**src/verilog/hgp_cfg.svh**
```systemverilog
// constants for the high gpio ports block: sfr offsets, reset values, field positions
// assumes the cpu special-function-register bus presents page, address and strobes
`ifndef HGP_CFG_SVH
`define HGP_CFG_SVH
`define HGP_SFR_PAGE 8'h0f
`define HGP_A_OUT_MODE_ADDR 8'h9c
`define HGP_B_OUT_MODE_ADDR 8'h9d
`define HGP_C_OUT_MODE_ADDR 8'h9e
`define HGP_D_OUT_MODE_ADDR 8'h9f
`define HGP_A_LATCH_ADDR 8'hc8
`define HGP_B_LATCH_ADDR 8'hd8
`define HGP_C_LATCH_ADDR 8'he8
`define HGP_D_LATCH_ADDR 8'hf8
`define HGP_LATCH_RST 8'hff
`define HGP_OUT_MODE_RST 8'h00
`define HGP_A_WR_STROBE_BIT 7
`define HGP_A_RD_STROBE_BIT 6
`define HGP_A_ALE_BIT 5
`define HGP_NUM_PORTS 4
`endif

```
**src/verilog/hgp_pkg.sv**
```systemverilog
// types shared by the high gpio ports block
// assumes hgp_cfg.svh is on the include path
package hgp_pkg;
  typedef logic [7:0] hgp_byte_t;
  typedef enum logic [1:0] {
    hgp_port_a,
    hgp_port_b,
    hgp_port_c,
    hgp_port_d
  } hgp_port_e;
  typedef enum logic [1:0] {
    hgp_acc_idle,
    hgp_acc_byte,
    hgp_acc_bit
  } hgp_acc_e;
endpackage

```
**src/verilog/hgp_sync.sv**
```systemverilog
// two-flop synchroniser for one port's eight pin levels
// assumes pin levels may change at any time relative to mclk
module hgp_sync (
  // clock and reset
  input wire logic mclk,
  input wire logic rst,
  // pin levels in, synchronised levels out
  input wire hgp_pkg::hgp_byte_t pin_in,
  output hgp_pkg::hgp_byte_t pin_sync
);
  import hgp_pkg::*;
  hgp_byte_t stage1_ff, stage2_ff;
  hgp_byte_t nxt_stage1, nxt_stage2;

  always_comb begin
    nxt_stage1 = pin_in;
    nxt_stage2 = stage1_ff;
  end

  // first stage feeds only the second
  always_ff @(posedge mclk) begin
    if (rst) begin
      stage1_ff <= 8'hff;
      stage2_ff <= 8'hff;
    end else begin
      stage1_ff <= nxt_stage1;
      stage2_ff <= nxt_stage2;
    end
  end

  assign pin_sync = stage2_ff;
endmodule

```
**src/verilog/hgp_pad.sv**
```systemverilog
// per-port pad drive logic: latch, mode, memory-interface override, pull-ups
// assumes all inputs are registered in the top; outputs go to flops in the top
module hgp_pad (
  // software state
  input wire hgp_pkg::hgp_byte_t latch,
  input wire hgp_pkg::hgp_byte_t out_mode,
  input wire logic pullup_global_disable,
  // external memory interface claim
  input wire hgp_pkg::hgp_byte_t external_memory_interface_own,
  input wire hgp_pkg::hgp_byte_t external_memory_interface_level,
  input wire hgp_pkg::hgp_byte_t external_memory_interface_float,
  // pad controls
  output hgp_pkg::hgp_byte_t pad_out,
  output hgp_pkg::hgp_byte_t pad_oe_n,
  output hgp_pkg::hgp_byte_t pad_pullup_en
);
  import hgp_pkg::*;
  hgp_byte_t level;
  hgp_byte_t drive_low;

  always_comb begin
    // memory interface owns the level, latch ignored
    level = (external_memory_interface_own & external_memory_interface_level) | (~external_memory_interface_own & latch);
    // push-pull drives both levels, open-drain only low
    pad_out = level;
    pad_oe_n = ~(out_mode | ~level);
    // external read floats the data bus drivers; mode bits left untouched
    pad_oe_n = pad_oe_n | (external_memory_interface_own & external_memory_interface_float);
    drive_low = ~pad_oe_n & ~level;
    // pull-up off when globally disabled or pin driven low
    pad_pullup_en = {8{~pullup_global_disable}} & ~drive_low;
  end
endmodule

```
**src/verilog/hgp_top.sv**
```systemverilog
// high gpio ports four to seven: sfr latches, output modes, pin reads, pad drive
// assumes a single-cycle sfr bus on mclk with page select, bit access and rmw flag;
// the memory interface presents per-pin ownership while a external_move_instruction executes
`include "hgp_cfg.svh"

module hgp_top (
  // clock and reset
  input wire logic mclk,
  input wire logic rst,
  // sfr bus
  input wire logic [7:0] sfr_page,
  input wire logic [7:0] sfr_addr,
  input wire logic sfr_wr,
  input wire logic sfr_rd,
  input wire logic sfr_bit_acc,
  input wire logic [2:0] sfr_bit_sel,
  input wire logic sfr_rmw,
  input wire hgp_pkg::hgp_byte_t sfr_wdata,
  output hgp_pkg::hgp_byte_t sfr_rdata,
  output logic sfr_hit,
  // global pull-up disable from crossbar config two
  input wire logic pullup_global_disable,
  // external memory interface
  input wire logic external_memory_interface_high_sel,
  input wire logic external_memory_interface_active,
  input wire logic external_memory_interface_muxed,
  input wire logic external_memory_interface_read,
  input wire logic external_memory_interface_wr_n,
  input wire logic external_memory_interface_rd_n,
  input wire logic external_memory_interface_ale,
  input wire logic [15:0] external_memory_interface_addr,
  input wire hgp_pkg::hgp_byte_t external_memory_interface_wdata,
  // pads, four ports of eight
  input wire logic [31:0] pad_in,
  output logic [31:0] pad_out,
  output logic [31:0] pad_oe_n,
  output logic [31:0] pad_pullup_en
);
  import hgp_pkg::*;

  hgp_byte_t latch_ff [`HGP_NUM_PORTS];
  hgp_byte_t nxt_latch [`HGP_NUM_PORTS];
  hgp_byte_t mode_ff [`HGP_NUM_PORTS];
  hgp_byte_t nxt_mode [`HGP_NUM_PORTS];
  hgp_byte_t pin_sync [`HGP_NUM_PORTS];
  hgp_byte_t rdata_ff, nxt_rdata;
  logic hit_ff, nxt_hit;
  logic pud_ff, nxt_pud;
  hgp_byte_t own_ff [`HGP_NUM_PORTS];
  hgp_byte_t lvl_ff [`HGP_NUM_PORTS];
  hgp_byte_t flt_ff [`HGP_NUM_PORTS];
  hgp_byte_t nxt_own [`HGP_NUM_PORTS];
  hgp_byte_t nxt_lvl [`HGP_NUM_PORTS];
  hgp_byte_t nxt_flt [`HGP_NUM_PORTS];
  logic [31:0] pad_out_ff, pad_oe_n_ff, pad_pu_ff;
  logic [31:0] nxt_pad_out, nxt_pad_oe_n, nxt_pad_pu;
  logic page_ok;
  logic [1:0] lat_idx, mode_idx;
  logic lat_hit, mode_hit;
  hgp_byte_t rd_src, wr_val;
  logic external_memory_interface_on;

  // pins synchronised before any read, bonded or not
  genvar g;
  generate
    for (g = 0; g < `HGP_NUM_PORTS; g++) begin : g_port
      hgp_sync u_sync (
        .mclk(mclk),
        .rst(rst),
        .pin_in(pad_in[g*8 +: 8]),
        .pin_sync(pin_sync[g])
      );
      hgp_pad u_pad (
        .latch(latch_ff[g]),
        .out_mode(mode_ff[g]),
        .pullup_global_disable(pud_ff),
        .external_memory_interface_own(own_ff[g]),
        .external_memory_interface_level(lvl_ff[g]),
        .external_memory_interface_float(flt_ff[g]),
        .pad_out(nxt_pad_out[g*8 +: 8]),
        .pad_oe_n(nxt_pad_oe_n[g*8 +: 8]),
        .pad_pullup_en(nxt_pad_pu[g*8 +: 8])
      );
    end
  endgenerate

  // address decode, all on page f
  always_comb begin
    page_ok = (sfr_page == `HGP_SFR_PAGE);
    lat_hit = 1'b1;
    lat_idx = 2'd0;
    case (sfr_addr)
      `HGP_A_LATCH_ADDR: lat_idx = 2'd0;
      `HGP_B_LATCH_ADDR: lat_idx = 2'd1;
      `HGP_C_LATCH_ADDR: lat_idx = 2'd2;
      `HGP_D_LATCH_ADDR: lat_idx = 2'd3;
      default: lat_hit = 1'b0;
    endcase
    mode_hit = 1'b1;
    mode_idx = 2'd0;
    case (sfr_addr)
      `HGP_A_OUT_MODE_ADDR: mode_idx = 2'd0;
      `HGP_B_OUT_MODE_ADDR: mode_idx = 2'd1;
      `HGP_C_OUT_MODE_ADDR: mode_idx = 2'd2;
      `HGP_D_OUT_MODE_ADDR: mode_idx = 2'd3;
      default: mode_hit = 1'b0;
    endcase
    lat_hit = lat_hit & page_ok;
    mode_hit = mode_hit & page_ok;
  end

  // register writes and read data
  always_comb begin
    for (int i = 0; i < `HGP_NUM_PORTS; i++) begin
      nxt_latch[i] = latch_ff[i];
      nxt_mode[i] = mode_ff[i];
    end
    // rmw reads the latch, plain reads the pins
    rd_src = sfr_rmw ? latch_ff[lat_idx] : pin_sync[lat_idx];
    if (!lat_hit) begin
      rd_src = mode_ff[mode_idx];
    end
    wr_val = sfr_wdata;
    if (sfr_bit_acc) begin
      // bit write merges into the latch, not the pins
      wr_val = latch_ff[lat_idx];
      wr_val[sfr_bit_sel] = sfr_wdata[0];
    end
    if (sfr_wr && lat_hit) begin
      nxt_latch[lat_idx] = wr_val;
    end
    if (sfr_wr && mode_hit) begin
      nxt_mode[mode_idx] = sfr_wdata;
    end
    nxt_hit = sfr_rd && (lat_hit || mode_hit);
    nxt_rdata = 8'h00;
    if (nxt_hit) begin
      nxt_rdata = (sfr_bit_acc && lat_hit) ? {7'h00, rd_src[sfr_bit_sel]} : rd_src;
    end
    nxt_pud = pullup_global_disable;
  end

  // memory interface pin ownership per port
  always_comb begin
    for (int i = 0; i < `HGP_NUM_PORTS; i++) begin
      nxt_own[i] = 8'h00;
      nxt_lvl[i] = 8'h00;
      nxt_flt[i] = 8'h00;
    end
    if (external_memory_interface_high_sel && external_memory_interface_active) begin
      nxt_own[0] = 8'he0;
      nxt_lvl[0] = {external_memory_interface_wr_n, external_memory_interface_rd_n, external_memory_interface_ale, 5'h00};
      nxt_own[2] = 8'hff;
      nxt_lvl[2] = external_memory_interface_muxed ? external_memory_interface_addr[15:8] : external_memory_interface_addr[7:0];
      nxt_own[3] = 8'hff;
      nxt_lvl[3] = (external_memory_interface_muxed && external_memory_interface_ale) ? external_memory_interface_addr[7:0] : external_memory_interface_wdata;
      if (!external_memory_interface_muxed) begin
        nxt_own[1] = 8'hff;
        nxt_lvl[1] = external_memory_interface_addr[15:8];
      end
      // data bus floats on reads, but not during the address phase
      if (external_memory_interface_read && !(external_memory_interface_muxed && external_memory_interface_ale)) begin
        nxt_flt[3] = 8'hff;
      end
    end
  end

  always_ff @(posedge mclk) begin
    if (rst) begin
      for (int i = 0; i < `HGP_NUM_PORTS; i++) begin
        latch_ff[i] <= `HGP_LATCH_RST;
        mode_ff[i] <= `HGP_OUT_MODE_RST;
        own_ff[i] <= 8'h00;
        lvl_ff[i] <= 8'h00;
        flt_ff[i] <= 8'h00;
      end
      rdata_ff <= 8'h00;
      hit_ff <= 1'b0;
      pud_ff <= 1'b0;
      pad_out_ff <= 32'hffffffff;
      pad_oe_n_ff <= 32'hffffffff;
      pad_pu_ff <= 32'hffffffff;
    end else begin
      for (int i = 0; i < `HGP_NUM_PORTS; i++) begin
        latch_ff[i] <= nxt_latch[i];
        mode_ff[i] <= nxt_mode[i];
        own_ff[i] <= nxt_own[i];
        lvl_ff[i] <= nxt_lvl[i];
        flt_ff[i] <= nxt_flt[i];
      end
      rdata_ff <= nxt_rdata;
      hit_ff <= nxt_hit;
      pud_ff <= nxt_pud;
      pad_out_ff <= nxt_pad_out;
      pad_oe_n_ff <= nxt_pad_oe_n;
      pad_pu_ff <= nxt_pad_pu;
    end
  end

  assign sfr_rdata = rdata_ff;
  assign sfr_hit = hit_ff;
  assign pad_out = pad_out_ff;
  assign pad_oe_n = pad_oe_n_ff;
  assign pad_pullup_en = pad_pu_ff;
  assign external_memory_interface_on = external_memory_interface_high_sel && external_memory_interface_active;

  a_mode_reset: assert property (@(posedge mclk)
    $fell(rst) |-> mode_ff[0] == 8'h00 && mode_ff[3] == 8'h00)
    else $error("mode register not cleared by reset");
  a_latch_reset: assert property (@(posedge mclk)
    $fell(rst) |-> latch_ff[1] == 8'hff && latch_ff[2] == 8'hff)
    else $error("latch not all ones after reset");
  a_od_high_float: assert property (@(posedge mclk) disable iff (rst)
    (mode_ff[0][0] == 1'b0 && latch_ff[0][0] && own_ff[0] == 8'h00) |=> pad_oe_n[0])
    else $error("open-drain high pin is driven");
  a_pp_drive: assert property (@(posedge mclk) disable iff (rst)
    (mode_ff[1][1] && own_ff[1] == 8'h00) |=> !pad_oe_n[9] && pad_out[9] == $past(latch_ff[1][1]))
    else $error("push-pull pin not driven from latch");
  a_low_drive: assert property (@(posedge mclk) disable iff (rst)
    (latch_ff[2][0] == 1'b0 && own_ff[2] == 8'h00) |=> !pad_oe_n[16] && !pad_out[16])
    else $error("latch zero does not drive low");
  a_pullup_off: assert property (@(posedge mclk) disable iff (rst)
    (!pad_oe_n[5] && !pad_out[5]) |-> !pad_pullup_en[5])
    else $error("pull-up on while driving low");
  a_pullup_global: assert property (@(posedge mclk) disable iff (rst)
    pullup_global_disable[*2] |=> pad_pullup_en == 32'h0)
    else $error("pull-up on while globally disabled");
  a_pin_read: assert property (@(posedge mclk) disable iff (rst)
    (sfr_rd && !sfr_rmw && !sfr_bit_acc && page_ok && sfr_addr == `HGP_C_LATCH_ADDR)
    |=> sfr_rdata == $past(pin_sync[2]) && sfr_hit)
    else $error("plain read does not return pins");
  a_rmw_read: assert property (@(posedge mclk) disable iff (rst)
    (sfr_rd && sfr_rmw && !sfr_bit_acc && page_ok && sfr_addr == `HGP_D_LATCH_ADDR)
    |=> sfr_rdata == $past(latch_ff[3]))
    else $error("rmw read does not return latch");
  a_external_memory_interface_read_float: assert property (@(posedge mclk) disable iff (rst)
    (external_memory_interface_high_sel && external_memory_interface_active && external_memory_interface_read && !external_memory_interface_muxed) |=> ##1 pad_oe_n[31:24] == 8'hff)
    else $error("data bus driven during external read");
  a_external_memory_interface_addr: assert property (@(posedge mclk) disable iff (rst)
    (external_memory_interface_on && !external_memory_interface_muxed) |=> ##1 pad_out[15:8] == $past(external_memory_interface_addr[15:8], 2))
    else $error("address high not on second port");
  // memory interface inputs reach the pads two edges later
  a_external_memory_interface_strobes: assert property (@(posedge mclk) disable iff (rst)
    external_memory_interface_on |=> ##1 pad_out[7:5] == $past({external_memory_interface_wr_n, external_memory_interface_rd_n, external_memory_interface_ale}, 2))
    else $error("strobes not on first port");
  a_external_memory_interface_mux_hi: assert property (@(posedge mclk) disable iff (rst)
    (external_memory_interface_on && external_memory_interface_muxed) |=> ##1 pad_out[23:16] == $past(external_memory_interface_addr[15:8], 2))
    else $error("muxed address high not on third port");
  a_external_memory_interface_lo: assert property (@(posedge mclk) disable iff (rst)
    (external_memory_interface_on && !external_memory_interface_muxed) |=> ##1 pad_out[23:16] == $past(external_memory_interface_addr[7:0], 2))
    else $error("address low not on third port");
  a_external_memory_interface_data: assert property (@(posedge mclk) disable iff (rst)
    (external_memory_interface_on && !external_memory_interface_muxed) |=> ##1 pad_out[31:24] == $past(external_memory_interface_wdata, 2))
    else $error("data not on fourth port");
  a_external_memory_interface_ad: assert property (@(posedge mclk) disable iff (rst)
    (external_memory_interface_on && external_memory_interface_muxed && external_memory_interface_ale) |=> ##1 pad_out[31:24] == $past(external_memory_interface_addr[7:0], 2))
    else $error("address low not on fourth port in muxed mode");
  // register bus side, answer one edge after the strobe
  a_mode_write: assert property (@(posedge mclk) disable iff (rst)
    (sfr_wr && page_ok && sfr_addr == `HGP_B_OUT_MODE_ADDR)
    |=> mode_ff[1] == $past(sfr_wdata))
    else $error("mode register write lost");
  a_latch_write: assert property (@(posedge mclk) disable iff (rst)
    (sfr_wr && !sfr_bit_acc && page_ok && sfr_addr == `HGP_A_LATCH_ADDR)
    |=> latch_ff[0] == $past(sfr_wdata))
    else $error("latch byte write lost");
  a_bit_write: assert property (@(posedge mclk) disable iff (rst)
    (sfr_wr && sfr_bit_acc && sfr_bit_sel == 3'h3 && page_ok && sfr_addr == `HGP_B_LATCH_ADDR)
    |=> latch_ff[1][3] == $past(sfr_wdata[0]))
    else $error("latch bit write lost");
  a_rmw_bit: assert property (@(posedge mclk) disable iff (rst)
    (sfr_rd && sfr_rmw && sfr_bit_acc && page_ok && sfr_addr == `HGP_B_LATCH_ADDR)
    |=> sfr_rdata == {7'h00, $past(latch_ff[1][sfr_bit_sel])})
    else $error("rmw bit read does not return latch bit");
  a_mode_read: assert property (@(posedge mclk) disable iff (rst)
    (sfr_rd && page_ok && sfr_addr == `HGP_D_OUT_MODE_ADDR)
    |=> sfr_hit && sfr_rdata == $past(mode_ff[3]))
    else $error("mode register read wrong");
  a_other_page: assert property (@(posedge mclk) disable iff (rst)
    (sfr_rd && !page_ok) |=> !sfr_hit && sfr_rdata == 8'h00)
    else $error("read answered on another page");
  a_rdata_idle: assert property (@(posedge mclk) disable iff (rst)
    !sfr_rd |=> !sfr_hit && sfr_rdata == 8'h00)
    else $error("read data stands without a read");

  c_bit_write: cover property (@(posedge mclk) sfr_wr && sfr_bit_acc && lat_hit);
  c_rmw_read: cover property (@(posedge mclk) sfr_rd && sfr_rmw && lat_hit);
  c_external_memory_interface_muxed: cover property (@(posedge mclk) external_memory_interface_high_sel && external_memory_interface_active && external_memory_interface_muxed);
  c_mode_write: cover property (@(posedge mclk) sfr_wr && mode_hit);
  c_external_memory_interface_read: cover property (@(posedge mclk) external_memory_interface_on && external_memory_interface_read);
endmodule

```
**config.mk**
```make
export PLATFORM = sky130hd
export DESIGN_NAME = hgp_top
export DESIGN_NICKNAME = d
export VERILOG_FILES = /design/src/verilog/hgp_pkg.sv /design/src/verilog/hgp_sync.sv /design/src/verilog/hgp_pad.sv /design/src/verilog/hgp_top.sv
export VERILOG_INCLUDE_DIRS = /design/src /design/src/verilog
export SDC_FILE = /design/constraint.sdc
export NUM_CORES = 1
export LEC_CHECK = 0
export BUFFER_PORTS_ARGS = -buffer_cell sky130_fd_sc_hd__buf_2
export CAP_MARGIN = 20
export CORE_MARGIN = 2
export CORE_UTILIZATION = 58
export DETAILED_ROUTE_END_ITERATION = 8
export GPL_TIMING_DRIVEN = 1
export PLACE_DENSITY = 0.82
export SYNTH_ARGS = -nofsm -noshare
export SYNTH_HDL_FRONTEND = slang
export SYNTH_SLANG_ARGS = --single-unit
```
**constraint.sdc**
```tcl
create_clock -name mclk -period 5.05 [get_ports mclk]
set_input_delay 1.515 -clock mclk [delete_from_list [all_inputs] [get_ports mclk]]
set_output_delay 1.515 -clock mclk [all_outputs]
set_load 0.01 [all_outputs]
```
==> results of run 1 <==
==> area by class of cell <==
type	instances	area (µm²)	share of cell area
inverters	38	142.6	0.01243
clock inverters	15	249.0	0.02171
repair buffers	208	1081	0.09424
multi-input cells	623	3745	0.3265
flip-flops and latches	264	5285	0.4607
well taps	216	270.3	0.02356
clock buffers	31	698.2	0.06086
==> cell families (layout without fill, tap and decap cells) <==
kind of cell,Yosys count,after routing,synth area share
buffers and inverters,103,292,0.04449
and+or+nand+nor,360,360,0.1977
muxes,38,38,0.04396
DFF,264,264,0.5592
AOI/OAI and AO/OA,225,225,0.1546
==> power by group through the flow <==
stage / clock network, mW / logic (mW) / registers [mW]
2_1_floorplan: 0 / 0.128 / 2.21
3_3_place_gp: 0 / 0.236 / 2.20
3_5_place_dp: 0 / 0.239 / 2.20
4_1_cts: 2.11 / 0.242 / 2.15
5_1_grt: 2.20 / 0.269 / 2.16
6_report: 2.09 / 0.248 / 2.15
==> worst paths after layout <==
check	slack [ns]	endpoint	cells past startpoint	startpoint
max	1.57	sfr_rdata[0]	8	sfr_addr[5]
min	0.41	g_port[0].u_sync.pin_sync[7]	1	g_port[0].u_sync.nxt_stage2[7]
max reg2reg	2.92	pad_oe_n[21]	4	own_ff[2][6]
min reg2reg	0.41	g_port[0].u_sync.pin_sync[7]	1	g_port[0].u_sync.nxt_stage2[7]
==> layer usage <==
layer,vias up,track usage,share of wire
met1,3515,0.3340,0.39
met5,-,0,0
met2,404,0.4793,0.49
met4,0,0.1027,0.038
met3,74,0.05401,0.082
li1,3730,-,-
==> through the flow <==
stage / std cells / power [mW] / instance area, µm²
CTS: 1394 / 4.507 / 11440
global placement: 1348 / 2.435 / 10500
finish: 1395 / 4.486 / 11470
detailed placement: 1348 / 2.439 / 10500
floorplan: 990 / 2.337 / 9450
global route: 1395 / 4.622 / 11470
==> flip-flops by register name (all words and copies together), names as in the netlist <==
register	count
pad_out	32
g_port.u_sync.nxt_stage2	32
pad_oe_n	32
mode_ff	32
latch_ff	32
g_port.u_sync.pin_sync	32
sfr_rdata	8
flt_ff	1
pud_ff	1
lvl_ff	27
own_ff	2
sfr_hit	1
pad_pullup_en	32
==> synthesized netlist by cell type (8+ instances only) <==
master    count  area (µm²)
a211oi_1     29       217.7
a21oi_1      76       380.4
a221oi_1      9       78.83
a22o_1        9       78.83
and2_1       15       93.84
buf_2        15       75.07
clkbuf_1     46       172.7
dfxtp_1     264        5285
inv_1        38       142.6
mux2_2       18       202.7
mux2i_1      19       190.2
nand2_1     131       491.7
nand2b_1      9       56.30
nand3_1      18       90.09
nor2_1       40       150.1
nor2b_1      42       262.8
o211ai_1     35       262.8
o21ai_0      30       150.1
o22ai_1       8       50.05
or2_2        66       412.9
==> critical path: stages <==
cell,delay [ns]
buf_2,0.31
nor2b_1,0.58
nand3_1,0.38
a221o_1,0.50
nand4b_1,0.12
a21oi_1,0.08
nor4_2,0.25
o32ai_1,0.12
==> flow_metrics.tcl, run 1 <==
set metrics [dict create \
    leakage_nw 4.659 \
    fillers 1195 \
    drtPass1Iterations 5 \
    ys_seq_area_frac 0.5592 \
    cts_root_buf "clkbuf_16" \
    io_pins 202 \
    synth_edf_count 0 \
    cts.htree.levels 1 \
    grt_pass1_wl_mm 37.90 \
    slew_headroom 0.4275 \
    async_flop_share 0 \
    syn-instance-count 990 \
    switchingPower_uw 955.0 \
    worst_pin_slew_ns 0.8536 \
    ir_worst_vdd_v 0.0002658 \
    internal_power_mw 3.531 \
    place.gp.congestion 1.005 \
    final_cell_mix "dfxtp_1, buf_2, nand2_1" \
    worst-path-max-fanout 31 \
    antenna_found_initial 0 \
    grt_pass1_vias 7230 \
    num_vias 7723 \
    p_comb_frac 0.055 \
    numCtsBuffers 25 \
    cap_violations 0 \
    die_h_um 131.6 \
    status "completed" \
    fin_setup_tns_ns 0 \
    ctsHoldBuffers 0 \
    grt_usage 0.2740 \
    wirelength_mm 24.41 \
    clk-insertion-delay-late_ns 0.53 \
    tritoncts "built" \
    vias_per_cell 5.536 \
    nNetsFinal 1257 \
    sw_frac_of_total 0.2129 \
    synth_top_flop_cell "dfxtp_1" \
    cts_sinks 264 \
    die-area_mm2 0.01733 \
    diodes 0 \
    preCtsSetupSlack_ns 0.6894 \
    fin_ws_ns 1.571 \
    seqPwrFrac 0.480 \
    drive_gt1_frac 0.2994 \
    core-area_mm2 0.01589 \
    critPathRequiredTime_ns 5.44 \
    setup_viol 0 \
    clk_pin_slew_worst_paths_ns 0.06 \
    end_kind "flop" \
    clockBufferDepth 3 \
    final_common_cell "dfxtp_1" \
    die_w_um 131.6 \
    post_drt_wl_per_cell_um 17.50 \
    p_clk_frac 0.465 \
    drcViolationCount 0 \
    worstPathArrival_ns 3.87 \
    syn_area_per_cell_um2 9.546 \
    critPathKind "in2reg" \
    grt_overflow 0 \
    port_buffers 201 \
    start_util 0.5949 \
    period_share 0.6890 \
    hp-class "reg2reg" \
    period_needed_ns 3.479 \
    worstSetupStartpointType "input pin" \
    max_freq_mhz 287.4 \
    syn_to_final_growth_pct 21.38 \
    rsz0062_at_grt "false" \
    postCtsSetupBuffers 0 \
    yosys_warnings 0 \
    syn_nets 1087 \
    cts_resized 0 \
    grt_start_max_net_pins 97 \
    final.setup_skew_ns 0.02188 \
    syn_area_mm2 0.009450 \
    report.final.slew_viol_count 0 \
    rows 46 \
    hold_ws_ns 0.4062 \
    ant_nets 0 \
    final_hold_viol_count 0 \
    ys_seq_elements 264 \
    drtIter0Drc 981 \
    utilization 0.7221 \
    synth_cell_types 59 \
    hpwlAfterDp_mm 17.24 \
    p_per_area_mw_per_mm2 391.1 \
]
Power figures use the tool's default switching activity.
==> run 2, diff against run 1 <==
--- a/config.mk
+++ b/config.mk
@@ -9,10 +9,10 @@
 export BUFFER_PORTS_ARGS = -buffer_cell sky130_fd_sc_hd__buf_2
 export CAP_MARGIN = 20
 export CORE_MARGIN = 2
-export CORE_UTILIZATION = 58
+export CORE_UTILIZATION = 54
 export DETAILED_ROUTE_END_ITERATION = 8
 export GPL_TIMING_DRIVEN = 1
-export PLACE_DENSITY = 0.82
+export PLACE_DENSITY = 0.77
 export SYNTH_ARGS = -nofsm -noshare
 export SYNTH_HDL_FRONTEND = slang
 export SYNTH_SLANG_ARGS = --single-unit
==> constraint.sdc (replaced) <==
create_clock -name mclk -period 3.47 [get_ports mclk]
set_input_delay 1.041 -clock mclk [delete_from_list [all_inputs] [get_ports mclk]]
set_output_delay 1.041 -clock mclk [all_outputs]
set_load 0.01 [all_outputs]
==> run 2 against run 1 <==
  * Count of clock-buffer cells in the layout rose by 2
  * Sequential share of layout area is 0.16 points lower
  * Via count increased by 0.44%
  * Cell area grew 0.34%
  * Sequential power increased by 46%
  * Power is 39% higher
  * Utilization is 5.2 points lower
  * Global-route usage is 0.24 points higher
  * Non-clock buffer count is 21 higher
  * Combinational power up 50%
  * Hold slack about the same
  * Clock power grew 32%
  * Highest routed layer unchanged
==> flow_metrics.tcl, run 2 (synthesized netlist as in run 1, its figures left out) <==
set metrics [dict create \
    status "completed" \
    post_drt_wl_per_cell_um 18.04 \
    p_clk_frac 0.440 \
    grt_pass1_vias 7130 \
    critPathTopFamily "simple AND/OR/NAND/NOR gates" \
    grt_pass1_wl_mm 39.61 \
    worst-path-max-fanout 12 \
    final_cell_mix "dfxtp_1, buf_2, nand2_1" \
    max_freq_mhz 346.7 \
    drtIter0Drc 656 \
    seqPwrFrac 0.501 \
    critPathKind "in2reg" \
    hpwlAfterDp_mm 18.86 \
    worstPathArrival_ns 3.25 \
    period_share 0.8313 \
    report.final.slew_viol_count 0 \
    core-area_mm2 0.01718 \
    grt_usage 0.2764 \
    sw_frac_of_total 0.2186 \
    leakage_nw 4.703 \
    rsz0062_at_grt "false" \
    start_util 0.5502 \
    final.setup_skew_ns 0.01777 \
    ant_nets 0 \
    worst_pin_slew_ns 0.7754 \
    p_comb_frac 0.059 \
    cts_resized 0 \
    critical_path.cell_chain "buf_2, or4_4, nor4_4, and2_1, nand3_1, nand2_1, o211ai_1" \
    grt_overflow 0 \
    final_common_cell "dfxtp_1" \
    cts_sinks 264 \
    met3_usage 0.03430 \
    end_kind "flop" \
    tritoncts "built" \
    critPathSlowestCell "or4_4" \
    clk-insertion-delay-late_ns 0.53 \
    vias_per_cell 5.455 \
    numCtsBuffers 25 \
    period_needed_ns 2.884 \
    ir_worst_vdd_v 0.0004453 \
    die-area_mm2 0.01858 \
    seq_area_mm2 0.005285 \
    drtPass1Iterations 5 \
    cap_violations 0 \
    io_pins 202 \
    clk_pin_slew_worst_paths_ns 0.06 \
    drcViolationCount 0 \
    die_w_um 136.3 \
    worstSetupStartpointType "input pin" \
    place.gp.congestion 0.9698 \
    gr-max-usage-layer "met2" \
    cp_num_buf_inv 1 \
    met2_usage 0.4838 \
    final_hold_viol_count 0 \
    cts.htree.levels 1 \
    setup_viol 0 \
    cts_root_buf "clkbuf_16" \
    switchingPower_mw 1.367 \
    postCtsSetupBuffers 0 \
    wirelength_mm 25.66 \
    fillers 1410 \
    nNetsFinal 1278 \
    fin_area_mm2 0.01151 \
    antenna_found_initial 0 \
    clockBufferDepth 3 \
    multi_input_area_mm2 0.003747 \
    syn_to_final_growth_pct 21.79 \
    grt_use_met1 0.3596 \
    ctsHoldBuffers 0 \
    die_h_um 136.3 \
    internal_power_mw 4.887 \
    hp-class "reg2reg" \
    num_vias 7757 \
    port_buffers 201 \
    placed_area_mm2 0.01067 \
    rows 48 \
    cp_slowest_stage_delay_ns 0.56 \
    diodes 0 \
    p_per_area_mw_per_mm2 543.4 \
    critPathRequiredTime_ns 3.84 \
    grt_start_max_net_pins 63 \
    drive_gt1_frac 0.3083 \
    fin_setup_tns_ns 0 \
    slew_headroom 0.4800 \
]
-- run 2: cell count changes in the layout (fill, tap and decap cells not counted), sizes merged --
cell      before  now
clkbuf        31   33
clkinvlp       2    1
buf          208  229
bufinv         6    3
clkinv         7    6
-- run 2: power by group through the flow --
stage	clock, mW	sequential [mW]	combinational [mW]
3_5_place_dp	0	3.20	0.368
6_report	2.75	3.13	0.372
4_1_cts	2.78	3.13	0.370
3_3_place_gp	0	3.20	0.364
2_1_floorplan	0	3.21	0.186
5_1_grt	2.91	3.14	0.407
-- run 2: cell type report --
cell class	instances	share of cell area
Sequential cell	264	0.4592
Timing Repair Buffer	229	0.1065
Multi-Input combinational cell	623	0.3256
Clock inverter	10	0.01141
Clock buffer	33	0.06044
Tap cell	225	0.02446
Inverter	38	0.01239
-- run 2: stage by stage --
stage	util	hold WS (ns)	instances	setup slack, ns	power, mW
2_1_floorplan	-	0.3895	990	0.6062	3.401
3_3_place_gp	0.6211	0.3909	1378	0.1578	3.564
3_5_place_dp	0.6211	0.3928	1378	0.09399	3.569
4_1_cts	0.6692	0.4068	1421	0.6328	6.283
5_1_grt	0.6701	0.4186	1422	0.4218	6.456
6_report	0.6701	0.4058	1422	0.5855	6.254
-- run 2: path summary, 6_finish.rpt --
| path | startpoint | to | slack, ns | cells past startpoint |
|---|---|---|---|---|
| min | g_port[2].u_sync.nxt_stage2[7] | g_port[2].u_sync.pin_sync[7] | 0.41 | 1 |
| min reg2reg | g_port[2].u_sync.nxt_stage2[7] | g_port[2].u_sync.pin_sync[7] | 0.41 | 1 |
| max | sfr_page[5] | latch_ff[3][7] | 0.59 | 7 |
| max reg2reg | latch_ff[1][6] | sfr_rdata[0] | 1.41 | 6 |
-- run 2: layer usage --
metal	vias to the layer above	part of all wire
met1	3601	0.42
met2	343	0.49
li1	3772	-
met5	-	0
met3	41	0.066
met4	0	0.021
==> run 3, diff against run 2 <==
--- a/config.mk
+++ b/config.mk
@@ -9,10 +9,10 @@
 export BUFFER_PORTS_ARGS = -buffer_cell sky130_fd_sc_hd__buf_2
 export CAP_MARGIN = 20
 export CORE_MARGIN = 2
-export CORE_UTILIZATION = 54
+export CORE_UTILIZATION = 49
 export DETAILED_ROUTE_END_ITERATION = 8
 export GPL_TIMING_DRIVEN = 1
-export PLACE_DENSITY = 0.77
+export PLACE_DENSITY = 0.74
 export SYNTH_ARGS = -nofsm -noshare
 export SYNTH_HDL_FRONTEND = slang
 export SYNTH_SLANG_ARGS = --single-unit
==> constraint.sdc (replaced) <==
create_clock -name mclk -period 2.35 [get_ports mclk]
set_input_delay 0.705 -clock mclk [delete_from_list [all_inputs] [get_ports mclk]]
set_output_delay 0.705 -clock mclk [all_outputs]
set_load 0.01 [all_outputs]
==> run 3 against run 2 <==
  * Count of clock-buffer cells in the layout grew 1
  * Clock power increased by 63%
  * Clock skew is 0.0091 ns lower
==> flow_metrics.tcl, run 3 (synthesized netlist as in run 1, its figures left out) <==
set metrics [dict create \
    worstSetupStartpointType "input pin" \
    port_buffers 201 \
    hold_start "pad_in[29]" \
    end_kind "flop" \
    vias_per_cell 5.222 \
    postCtsSetupBuffers 0 \
    seqPwrFrac 0.477 \
    post_drt_wl_per_cell_um 17.39 \
    switchingPower_mw 2.135 \
    utilization 0.6476 \
    wirelength_mm 26.43 \
    core-area_mm2 0.01883 \
    grt_pass1_vias 7368 \
    p_per_area_mw_per_mm2 795.6 \
    cts.htree.levels 1 \
    report.final.slew_viol_count 0 \
    worstHoldEndpoint "g_port[3].u_sync.nxt_stage2[5]" \
    internal_power_mw 7.568 \
    critical_path.cell_chain "buf_2, mux2_2, o22ai_1, nor3_1, a211oi_1, and4bb_2, nor4_2, o32ai_1" \
    preCtsSetupSlack_ns -0.4270 \
    ant_nets 0 \
    slew_headroom 0.5249 \
    max_freq_mhz 448.4 \
    ctsHoldBuffers 0 \
    drcViolationCount 0 \
    worstPathArrival_ns 2.64 \
    final_cell_mix "dfxtp_1, buf_2, nand2_1" \
    cts_resized 0 \
    status "completed" \
    drive_gt1_frac 0.3484 \
    rsz0062_at_grt "false" \
    worst_pin_slew_ns 0.7117 \
    die_h_um 142.9 \
    final.setup_skew_ns 0.008671 \
    critPathKind "in2reg" \
    cp_slowest_stage_delay_ns 0.39 \
    antenna_found_initial 0 \
    final_hold_viol_count 0 \
    num_vias 7937 \
    hpwlAfterDp_mm 20.06 \
    setup_viol 0 \
    fin_area_mm2 0.01220 \
    worstRegToRegCells 7 \
    cts_sinks 264 \
    grt_usage 0.2541 \
    worst-path-max-fanout 19 \
    leakage_nw 5.086 \
    grt_pass1_wl_mm 39.90 \
    numCtsBuffers 26 \
    p_comb_frac 0.062 \
    ir_worst_vdd_v 0.0006066 \
    rrSetupSlack_ns 0.41 \
    drtPass1Iterations 7 \
    sw_frac_of_total 0.2200 \
    placed_area_mm2 0.01125 \
    start_util 0.5019 \
    hp-class "in2reg" \
    rows 50 \
    final_common_cell "dfxtp_1" \
    grt_start_max_net_pins 67 \
    syn_to_final_growth_pct 29.05 \
    final-instance-count-excl-fill 1520 \
    hold_depth 2 \
    grt_overflow 0 \
    hold_ws_ns 0.3499 \
    clockBufferDepth 3 \
    place.gp.congestion 0.9340 \
    r2r_start "mode_ff[3][3]" \
    clk-insertion-delay-late_ns 0.54 \
    cts_root_buf "clkbuf_16" \
    r2r-end "sfr_rdata[0]" \
    die-area_mm2 0.02041 \
    critPathRequiredTime_ns 2.76 \
    critPathSlowestCell "mux2_2" \
    fin_ws_ns 0.1199 \
    period_share 0.9490 \
    placed_cells 1473 \
    die_w_um 142.9 \
    clk_pin_slew_worst_paths_ns 0.07 \
    nNetsFinal 1338 \
    period_needed_ns 2.230 \
    io_pins 202 \
    tritoncts "built" \
    p_clk_frac 0.461 \
    diodes 0 \
    cap_violations 0 \
    drtIter0Drc 589 \
]
run 3: cell count changes in the layout (fill, tap and decap cells not counted), moves of 2 or more:
cell / previous run / this run
buf_12: 0 / 4
buf_4: 28 / 84
clkbuf_1: 4 / 1
clkbuf_8: 4 / 7
clkinv_2: 5 / 2
inv_6: 1 / 3
nand2_1: 131 / 129
run 3: worst max path at each step:
stage	start	end
floorplan	sfr_addr[2]	sfr_rdata[0]
global placement	sfr_addr[5]	sfr_rdata[0]
detailed placement	sfr_addr[5]	sfr_rdata[0]
CTS	sfr_addr[5]	sfr_rdata[0]
global route	sfr_page[6]	sfr_rdata[0]
finish	sfr_addr[5]	sfr_rdata[0]
run 3: cell type report:
| cell class | instances | area [µm²] |
|---|---|---|
| fillers | 1559 | 6635 |
| flip-flops and latches | 264 | 5285 |
| multi-input cells | 623 | 3781 |
| repair buffers | 288 | 1712 |
| clock buffers | 34 | 750.7 |
| well taps | 260 | 325.3 |
| clock inverters | 13 | 198.9 |
| inverters | 38 | 142.6 |
run 3: critical path, delay by kind of cell:
family                 cells  cell delay [ns]
AO/OA/AOI/OAI              3             0.65
AND/OR/NAND/NOR            3             0.53
multiplexers               1             0.39
buffers and inverters      1             0.36
run 3: power groups by stage:
stage                     Combinational [mW]  Clock, mW  Sequential [mW]
after floorplan                        0.278          0             4.75
after detailed placement               0.595          0             4.73
after global placement                 0.588          0             4.73
after global routing                   0.652       4.74             4.64
final                                  0.601       4.47             4.63
after CTS                              0.599       4.54             4.63
run 3: per-stage QoR:
| step | setup TNS [ns] | total power [mW] |
|---|---|---|
| 6_report | 0 | 9.703 |
| 5_1_grt | 0 | 10.02 |
| 4_1_cts | 0 | 9.768 |
| 3_5_place_dp | -16.35 | 5.323 |
| 3_3_place_gp | -14.63 | 5.315 |
| 2_1_floorplan | -0.2574 | 5.025 |
run 3: routing by layer:
metal,GRT usage,vias to the layer above,share of wire
met5,0,-,0
met3,0.03991,68,0.059
li1,-,3895,-
met2,0.4286,304,0.48
met4,0.1120,0,0.045
met1,0.3229,3670,0.42
